==> config.mk <==
export PLATFORM = sky130hd
export DESIGN_NAME = rsd_exec
export DESIGN_NICKNAME = d
export VERILOG_FILES = /design/src/rsd_pkg.sv /design/src/rsd_exec.sv
export SDC_FILE = /design/constraint.sdc
export NUM_CORES = 1
export LEC_CHECK = 0
export ABC_AREA = 1
export ABC_CLOCK_PERIOD_IN_PS = 2400
export BUFFER_PORTS_ARGS = -buffer_cell sky130_fd_sc_hd__buf_2
export CORE_MARGIN = 3
export CORE_UTILIZATION = 45
export DETAILED_ROUTE_END_ITERATION = 8
export HOLD_SLACK_MARGIN = 0.12
export PLACE_DENSITY = 0.75
export SETUP_SLACK_MARGIN = 0.3
export SLEW_MARGIN = 15
export SYNTH_ARGS = -nofsm -noshare
export SYNTH_HDL_FRONTEND = slang
export SYNTH_SLANG_ARGS = --single-unit
==> constraint.sdc <==
create_clock -name ref_clk -period 2.4 [get_ports ref_clk]
set_clock_uncertainty 0.1 [all_clocks]
set_input_delay 0.24 -clock ref_clk [delete_from_list [all_inputs] [get_ports ref_clk]]
set_output_delay 0.24 -clock ref_clk [all_outputs]
set_load 0.01 [all_outputs]
==> src/rsd_pkg.sv <==
// Package with constants, types and register map of the rotate, subtract and decrement slice.
package rsd_pkg;

  // Data widths.
  localparam int unsigned DATA_W = 8;
  localparam int unsigned AXI_AW = 8;
  localparam int unsigned AXI_DW = 32;

  // Register byte addresses.
  localparam logic [AXI_AW-1:0] REG_ACCUM  = 8'h00;
  localparam logic [AXI_AW-1:0] REG_FLAGS  = 8'h04;
  localparam logic [AXI_AW-1:0] REG_STATUS = 8'h08;
  localparam logic [AXI_AW-1:0] REG_CTRL   = 8'h0C;

  // Field positions and the nibble width.
  localparam int unsigned FLAG_C_BIT     = 0;
  localparam int unsigned FLAG_AUX_BIT   = 1;
  localparam int unsigned FLAG_Z_BIT     = 2;
  localparam int unsigned FLAG_OVF_BIT   = 3;
  localparam int unsigned STAT_DUMMY_BIT = 0;
  localparam int unsigned STAT_SKIP_BIT  = 1;
  localparam int unsigned CTRL_EN_BIT    = 0;
  localparam int unsigned NIBBLE_W       = 4;

  // Reset values and the decrement step.
  localparam logic [DATA_W-1:0] ACCUM_RST = 8'h00;
  localparam logic              EN_RST    = 1'b1;
  localparam logic [DATA_W-1:0] DEC_STEP  = 8'h01;

  // Bus answers.
  localparam logic [1:0] RESP_OKAY   = 2'b00;
  localparam logic [1:0] RESP_SLVERR = 2'b10;

  typedef enum logic [2:0] {
    rotate_right_carry_to_acc,
    subtract_borrow_to_acc,
    subtract_borrow_to_mem,
    decrement_skip_zero_mem,
    decrement_skip_zero_acc
  } rsd_op_e;

  typedef enum logic {
    st_run,
    st_dummy
  } rsd_state_e;

  typedef struct packed {
    logic overflow_flag;
    logic z;
    logic aux_carry_flag;
    logic c;
  } rsd_flags_s;

  typedef struct packed {
    rsd_op_e           op;
    logic [DATA_W-1:0] operand;
  } rsd_req_s;

  typedef struct packed {
    logic              we;
    logic [DATA_W-1:0] data;
  } rsd_mem_wr_s;

  typedef struct packed {
    logic [DATA_W-1:0] res;
    rsd_flags_s        flags;
  } rsd_sub_s;

endpackage

==> src/rsd_exec.sv <==
// Execution slice for rotate through carry, subtract with borrow and decrement with skip.
// Behaviour
// - Rotate: accumulator bits 0-6 take operand bits 1-7, bit 7 takes old carry.
// - Rotate: carry takes operand bit 0; all other flags stay.
// - Rotate leaves the memory location untouched; only the accumulator and the carry change.
// - Subtracts compute accumulator minus operand minus inverted carry; update all four flags.
// - After subtract carry is 0 on negative difference, 1 on zero or positive.
// - Accumulator-destination subtract writes accumulator, leaves memory unchanged.
// - Memory-destination subtract writes memory, leaves accumulator unchanged.
// - Decrement-skip writes operand minus one to memory, skips on zero, no flags.
// - A skip inserts one dummy cycle, making the instruction two cycles long.
// - A nonzero decrement result does not skip; execution continues normally.
// - Accumulator-destination decrement writes accumulator, keeps memory, same skip test.
//
// The implementer's own choices: the placing of the registers and the AXI4-Lite slave port.
module rsd_exec (
  // Clock and reset.
  input  wire logic                                ref_clk,
  input  wire logic                                rst,
  // Instruction issue from the sequencer.
  input  wire logic                                exec_valid,
  output logic                                     exec_ready,
  input  wire rsd_pkg::rsd_req_s                   exec_req,
  // Data memory write-back and sequencer feedback.
  output rsd_pkg::rsd_mem_wr_s                     mem_wr,
  output logic                                     skip,
  output logic                                     dummy_cycle,
  // State seen by the rest of the core.
  output logic [rsd_pkg::DATA_W-1:0]               accumulator,
  output rsd_pkg::rsd_flags_s                      flags,
  // AXI4-Lite write address channel.
  input  wire logic                                s_axi_awvalid,
  output logic                                     s_axi_awready,
  input  wire logic [rsd_pkg::AXI_AW-1:0]          s_axi_awaddr,
  // AXI4-Lite write data channel.
  input  wire logic                                s_axi_wvalid,
  output logic                                     s_axi_wready,
  input  wire logic [rsd_pkg::AXI_DW-1:0]          s_axi_wdata,
  input  wire logic [rsd_pkg::AXI_DW/8-1:0]        s_axi_wstrb,
  // AXI4-Lite write response channel.
  output logic                                     s_axi_bvalid,
  input  wire logic                                s_axi_bready,
  output logic [1:0]                               s_axi_bresp,
  // AXI4-Lite read address channel.
  input  wire logic                                s_axi_arvalid,
  output logic                                     s_axi_arready,
  input  wire logic [rsd_pkg::AXI_AW-1:0]          s_axi_araddr,
  // AXI4-Lite read data channel.
  output logic                                     s_axi_rvalid,
  input  wire logic                                s_axi_rready,
  output logic [rsd_pkg::AXI_DW-1:0]               s_axi_rdata,
  output logic [1:0]                               s_axi_rresp
);

  // Subtract with borrow; carry out of the inverted-operand sum means no borrow.
  function automatic rsd_pkg::rsd_sub_s sub_borrow(
    input logic [rsd_pkg::DATA_W-1:0] a,
    input logic [rsd_pkg::DATA_W-1:0] m,
    input logic                       cin
  );
    logic [rsd_pkg::DATA_W:0]     full;
    logic [rsd_pkg::NIBBLE_W:0]   low;
    rsd_pkg::rsd_sub_s            r;
    full = {1'b0, a} + {1'b0, ~m} + {{rsd_pkg::DATA_W{1'b0}}, cin};
    low  = {1'b0, a[rsd_pkg::NIBBLE_W-1:0]} + {1'b0, ~m[rsd_pkg::NIBBLE_W-1:0]}
           + {{rsd_pkg::NIBBLE_W{1'b0}}, cin};
    r.res                  = full[rsd_pkg::DATA_W-1:0];
    r.flags.c              = full[rsd_pkg::DATA_W];
    r.flags.aux_carry_flag = low[rsd_pkg::NIBBLE_W];
    r.flags.z              = (full[rsd_pkg::DATA_W-1:0] == '0);
    r.flags.overflow_flag  = (a[rsd_pkg::DATA_W-1] != m[rsd_pkg::DATA_W-1])
                             && (full[rsd_pkg::DATA_W-1] != a[rsd_pkg::DATA_W-1]);
    return r;
  endfunction

  // Register read decode; unmapped addresses answer zero.
  function automatic logic [rsd_pkg::AXI_DW-1:0] read_mux(
    input logic [rsd_pkg::AXI_AW-1:0]  addr,
    input logic [rsd_pkg::DATA_W-1:0]  accum_v,
    input rsd_pkg::rsd_flags_s         fl_v,
    input logic                        dummy_v,
    input logic                        skip_v,
    input logic                        en_v
  );
    logic [rsd_pkg::AXI_DW-1:0] d;
    d = '0;
    if (addr == rsd_pkg::REG_ACCUM)
    begin
      d[rsd_pkg::DATA_W-1:0] = accum_v;
    end
    else if (addr == rsd_pkg::REG_FLAGS)
    begin
      d[rsd_pkg::FLAG_C_BIT]   = fl_v.c;
      d[rsd_pkg::FLAG_AUX_BIT] = fl_v.aux_carry_flag;
      d[rsd_pkg::FLAG_Z_BIT]   = fl_v.z;
      d[rsd_pkg::FLAG_OVF_BIT] = fl_v.overflow_flag;
    end
    else if (addr == rsd_pkg::REG_STATUS)
    begin
      d[rsd_pkg::STAT_DUMMY_BIT] = dummy_v;
      d[rsd_pkg::STAT_SKIP_BIT]  = skip_v;
    end
    else if (addr == rsd_pkg::REG_CTRL)
    begin
      d[rsd_pkg::CTRL_EN_BIT] = en_v;
    end
    return d;
  endfunction

  function automatic logic is_mapped(input logic [rsd_pkg::AXI_AW-1:0] addr);
    return (addr == rsd_pkg::REG_ACCUM) || (addr == rsd_pkg::REG_FLAGS)
           || (addr == rsd_pkg::REG_STATUS) || (addr == rsd_pkg::REG_CTRL);
  endfunction

  // Bus slave state.
  logic                       aw_held;
  logic [rsd_pkg::AXI_AW-1:0] aw_addr;
  logic                       w_held;
  logic [rsd_pkg::AXI_DW-1:0] w_data;
  logic                       w_lane0;
  logic                       next_aw_held;
  logic [rsd_pkg::AXI_AW-1:0] next_aw_addr;
  logic                       next_w_held;
  logic [rsd_pkg::AXI_DW-1:0] next_w_data;
  logic                       next_w_lane0;
  logic                       next_bvalid;
  logic [1:0]                 next_bresp;
  logic                       next_rvalid;
  logic [rsd_pkg::AXI_DW-1:0] next_rdata;
  logic [1:0]                 next_rresp;
  logic                       wr_fire;
  logic [rsd_pkg::AXI_AW-1:0] wr_addr;
  logic [rsd_pkg::AXI_DW-1:0] wr_data;
  logic                       wr_lane0;

  // Core state.
  rsd_pkg::rsd_state_e        state;
  rsd_pkg::rsd_state_e        next_state;
  logic                       enable;
  logic                       next_enable;
  logic [rsd_pkg::DATA_W-1:0] next_accumulator;
  rsd_pkg::rsd_flags_s        next_flags;
  rsd_pkg::rsd_mem_wr_s       next_mem_wr;
  logic                       next_skip;
  rsd_pkg::rsd_sub_s          sub;
  logic [rsd_pkg::DATA_W-1:0] dec;
  logic                       taken;

  assign s_axi_awready = !aw_held && !s_axi_bvalid;
  assign s_axi_wready  = !w_held && !s_axi_bvalid;
  assign s_axi_arready = !s_axi_rvalid;
  // No new instruction is taken while the dummy slot of a skip is running.
  assign exec_ready    = enable && (state == rsd_pkg::st_run);
  assign taken         = exec_valid && exec_ready;
  assign dummy_cycle   = (state == rsd_pkg::st_dummy);

  always_comb
  begin
    next_aw_held = aw_held;
    next_aw_addr = aw_addr;
    next_w_held  = w_held;
    next_w_data  = w_data;
    next_w_lane0 = w_lane0;
    next_bvalid  = s_axi_bvalid && !s_axi_bready;
    next_bresp   = s_axi_bresp;
    next_rvalid  = s_axi_rvalid && !s_axi_rready;
    next_rdata   = s_axi_rdata;
    next_rresp   = s_axi_rresp;
    if (s_axi_awvalid && s_axi_awready)
    begin
      next_aw_held = 1'b1;
      next_aw_addr = s_axi_awaddr;
    end
    if (s_axi_wvalid && s_axi_wready)
    begin
      next_w_held  = 1'b1;
      next_w_data  = s_axi_wdata;
      next_w_lane0 = s_axi_wstrb[0];
    end
    wr_fire  = aw_held && w_held && !s_axi_bvalid;
    wr_addr  = aw_addr;
    wr_data  = w_data;
    wr_lane0 = w_lane0;
    if (wr_fire)
    begin
      next_aw_held = 1'b0;
      next_w_held  = 1'b0;
      next_bvalid  = 1'b1;
      next_bresp   = is_mapped(aw_addr) ? rsd_pkg::RESP_OKAY : rsd_pkg::RESP_SLVERR;
    end
    if (s_axi_arvalid && s_axi_arready)
    begin
      next_rvalid = 1'b1;
      next_rdata  = read_mux(s_axi_araddr, accumulator, flags, dummy_cycle, skip, enable);
      next_rresp  = is_mapped(s_axi_araddr) ? rsd_pkg::RESP_OKAY : rsd_pkg::RESP_SLVERR;
    end
  end

  always_ff @(posedge ref_clk)
  begin
    if (rst)
    begin
      aw_held      <= 1'b0;
      aw_addr      <= '0;
      w_held       <= 1'b0;
      w_data       <= '0;
      w_lane0      <= 1'b0;
      s_axi_bvalid <= 1'b0;
      s_axi_bresp  <= rsd_pkg::RESP_OKAY;
      s_axi_rvalid <= 1'b0;
      s_axi_rdata  <= '0;
      s_axi_rresp  <= rsd_pkg::RESP_OKAY;
    end
    else
    begin
      aw_held      <= next_aw_held;
      aw_addr      <= next_aw_addr;
      w_held       <= next_w_held;
      w_data       <= next_w_data;
      w_lane0      <= next_w_lane0;
      s_axi_bvalid <= next_bvalid;
      s_axi_bresp  <= next_bresp;
      s_axi_rvalid <= next_rvalid;
      s_axi_rdata  <= next_rdata;
      s_axi_rresp  <= next_rresp;
    end
  end

  // Software writes are applied first so that an instruction in the same cycle wins.
  always_comb
  begin
    next_state       = rsd_pkg::st_run;
    next_enable      = enable;
    next_accumulator = accumulator;
    next_flags       = flags;
    next_mem_wr      = '{we: 1'b0, data: mem_wr.data};
    next_skip        = 1'b0;
    sub              = sub_borrow(accumulator, exec_req.operand, flags.c);
    dec              = exec_req.operand - rsd_pkg::DEC_STEP;
    if (wr_fire && wr_lane0)
    begin
      if (wr_addr == rsd_pkg::REG_ACCUM)
      begin
        next_accumulator = wr_data[rsd_pkg::DATA_W-1:0];
      end
      else if (wr_addr == rsd_pkg::REG_FLAGS)
      begin
        next_flags.c              = wr_data[rsd_pkg::FLAG_C_BIT];
        next_flags.aux_carry_flag = wr_data[rsd_pkg::FLAG_AUX_BIT];
        next_flags.z              = wr_data[rsd_pkg::FLAG_Z_BIT];
        next_flags.overflow_flag  = wr_data[rsd_pkg::FLAG_OVF_BIT];
      end
      else if (wr_addr == rsd_pkg::REG_CTRL)
      begin
        next_enable = wr_data[rsd_pkg::CTRL_EN_BIT];
      end
    end
    if (taken)
    begin
      unique case (exec_req.op)
        rsd_pkg::rotate_right_carry_to_acc:
        begin
          next_accumulator = {flags.c, exec_req.operand[rsd_pkg::DATA_W-1:1]};
          next_flags.c     = exec_req.operand[0];
        end
        rsd_pkg::subtract_borrow_to_acc:
        begin
          next_accumulator = sub.res;
          next_flags       = sub.flags;
        end
        rsd_pkg::subtract_borrow_to_mem:
        begin
          next_mem_wr = '{we: 1'b1, data: sub.res};
          next_flags  = sub.flags;
        end
        rsd_pkg::decrement_skip_zero_mem:
        begin
          next_mem_wr = '{we: 1'b1, data: dec};
          next_skip   = (dec == '0);
        end
        rsd_pkg::decrement_skip_zero_acc:
        begin
          next_accumulator = dec;
          next_skip        = (dec == '0);
        end
        default:
        begin
          next_skip = 1'b0;
        end
      endcase
      // Only a skipping decrement earns the dummy slot; the others stay single cycle.
      if (next_skip)
      begin
        next_state = rsd_pkg::st_dummy;
      end
    end
  end

  always_ff @(posedge ref_clk)
  begin
    if (rst)
    begin
      state       <= rsd_pkg::st_run;
      enable      <= rsd_pkg::EN_RST;
      accumulator <= rsd_pkg::ACCUM_RST;
      flags       <= '0;
      mem_wr      <= '0;
      skip        <= 1'b0;
    end
    else
    begin
      state       <= next_state;
      enable      <= next_enable;
      accumulator <= next_accumulator;
      flags       <= next_flags;
      mem_wr      <= next_mem_wr;
      skip        <= next_skip;
    end
  end

endmodule

==> out/qor.yml <==
outcome:
  status: "completed"
floorplan:
  die-area_mm2: 0.00843
  core_mm2: 0.00698
  rows: 30
  chipHeight_um: 91.8
  io_pins: 136
  die_w_um: 91.8
  start_util_pct: 47.4
detailed_routing:
  vias: 3432
  drc: 0
  wl_per_cell_um: 13.7
  drtIter0Drc: 245
  dr.pass1.iters: 5
  ant_nets: 0
  wl_mm: 9.51
  via_per_inst: 4.95
place:
  dp_slack_ns: 0.218
  hpwlAfterDp_mm: 7.30
  dp.cells: 668
  port_buffers: 82
  place_congestion: 0.916
timing:
  finalCriticalPeriod_ns: 2.07
  max_freq_ghz: 0.484
  slew_violations: 0
  setup_viol: 0
  tightestPinTransition_ns: 0.602
  relSlewSlack_pct: 59.7
  setup_tns_ns: 0
  setup_ws_ns: 0.333
  grt_setup_unrepaired: "true"
  post-route-period-util_pct: 86.1
  hold_viol: 0
logic_synthesis:
  synth_edf_count: 0
  synth-compound-area-share_pct: 19.1
  ys.flop_type: "dfxtp_1"
  synth_cell_types: 37
  yosys-top-cells-area: "dfxtp_1 33%, nand2_1 11%, inv_1 7.3%"
  asyncSetResetFlopFracSynth_pct: 0
  yosysWarnings: 0
  synth_seq_area_share_pct: 32.6
  synth_area_per_cell_um2: 6.73
  synthMuxAreaShare_pct: 0
  syn-cell-area_mm2: 0.00331
  synth-seq-cells: 54
  synth_top_area_share_pct: 32.6
  synth_fa_ha_area_share_pct: 4.61
  syn_inst: 492
  synthXorXnorAreaFrac_pct: 1.06
  synth_top_area_cell: "dfxtp_1"
  synth_top_family_by_area: "simple AND/OR/NAND/NOR gates"
  synth_simple_gate_area_share_pct: 26.6
cells_and_area:
  final_core_util_pct: 58.0
  layout.nets: 679
  drive_gt1_share_pct: 21.6
  antenna_cells: 0
  fin_cells: 694
  areaGrowthSynthToFinish_pct: 22.3
pwr:
  p_leak_nw: 2.08
  p_per_area_mw_per_mm2: 516
  max-vdd-ir-drop_mv: 0.263
worst_setup_path:
  cpPeakStageDelay_ns: 0.54
  required_ns: 2.57
  critPathCaptureType: "register"
  worstSetupStartpointType: "register"
  worstPathArrival_ns: 2.23
  crit_type: "register to register"
  cp_cell_sequence: "inv_2, fa_2, fa_2, nand2_1, nor2_1, nand3_1, nor2_1, nand4_1, a21oi_1"
  critPathMaxFanout: 2
  cp_slowest_cell: "fa_2"
clock_network:
  clockBufferDepth: 2
  h-tree-depth: 2
  cts.sinks: 54
  path_clk_slew_ns: 0.11
  cts_tree: "done"
  cts_buffers: 5
  clockRootBuffer: "clkbuf_8"
  insertion_delay_ns: 0.32
job:
  max_cap_violations: 0
grt:
  track_usage_pct: 22.3
  gr-total-overflow: 0
  grt_pass1_vias: 3184
  antenna_found_initial: 0
  grt_pass1_wl_mm: 15.1
  grt_max_degree: 26
hold_path:
  min_path_type: "primary input to register"
cells in the mapped netlist (all sizes together), types with 4 or more instances:
cell type	count
a21oi	47
a22oi	4
buf	32
clkbuf	6
dfxtp	54
ha	9
inv	67
nand2	101
nand3	28
nand4	10
nor2	51
nor3	5
o211ai	6
o21ai	47
xor2	4
layout by cell type, fill, tap and decap left out, drive strengths merged, types with 2 or more instances in the layout:
cell type and count:
fa 2, clkinv 5, nor3 5, o21a 2, a21oi 47, nand3 28, a22oi 4, a31oi 2
nand4 10, buf 95, nand2 101, inv 68, conb 26, o211ai 6, xor2 4, dlygate4sd3 16
dfxtp 54, o21ai 47, nor2 51, clkbuf 5, ha 9, nand3b 3, a41oi 2
cell families (layout without fill, tap and decap cells):
kind of cell,count (synthesis),count (layout)
simple gates,200,200
compound gates,114,114
buf+inv,108,189
flops,54,54
fa+ha+maj,11,11
xor+xnor,4,4
other cells,1,26
per-layer routing:
layer / vias up / global-route usage [%] / routed length, µm
met1: 1520 / 29.3 / 4270
li1: 1769 / - / -
met4: 0 / 6.68 / 173
met5: - / 0 / 0
met2: 129 / 37.8 / 4410
met3: 14 / 3.45 / 658
stage by stage:
stage	cell area (µm²)	power, mW	hold WS [ns]
after floorplan	3410	1.36	0.240
after global placement	3750	1.51	0.340
after detailed placement	3750	1.51	0.328
after CTS	4020	2.09	0.122
after global routing	4050	2.21	0.143
final	4050	2.09	0.108
flip-flops by register name, summed over array words and instances (netlist names), 4 cells and up:
| signal | flops |
|---|---|
| w_data | 8 |
| accumulator | 8 |
| flags | 4 |
| s_axi_rdata | 8 |
| aw_addr | 8 |
| mem_wr | 9 |
report_power, final:
part | switching (mW) | internal (mW)
Combinational | 0.333 | 0.200
Sequential | 0.0399 | 0.960
Clock | 0.338 | 0.217
critical path: cells and delay by family, from the launching register on:
family / cells / cell delay [ns]
AO/OA/AOI/OAI: 1 / 0.13
flip-flops: 1 / 0.35
adder cells (fa/ha/maj): 2 / 0.91
AND/OR/NAND/NOR: 5 / 0.47
buffers and inverters: 1 / 0.05
path summary, 6_finish.rpt:
path / start / end / slack [ns] / cells after the start
setup / recovery: accumulator[0] / flags[2] / 0.33 / 9
hold reg to reg: w_data[5] / w_data[5] / 0.36 / 2
setup reg to reg: accumulator[0] / flags[2] / 0.33 / 9
hold / removal: s_axi_awaddr[2] / aw_addr[2] / 0.11 / 3
area by class of cell:
cell class,count,area [µm²]
clock buffers,5,68.8
clock inverters,3,28.8
fillers,720,2930
inverters,70,263
multi-input cells,355,1820
flip-flops and latches,54,1080
well taps,96,120
repair buffers,111,668
what timing repair did:
action | 4_1_cts | 5_1_grt
endpoints found under the setup margin | 7 | 6
endpoints found under the hold margin | 16 | 0
resized for setup | 3 | 9
hold buffers | 16 | 0
pin swaps | 0 | 1
buffers inserted | 0 | 2
Note: power is estimated with default switching activity, not from simulation.
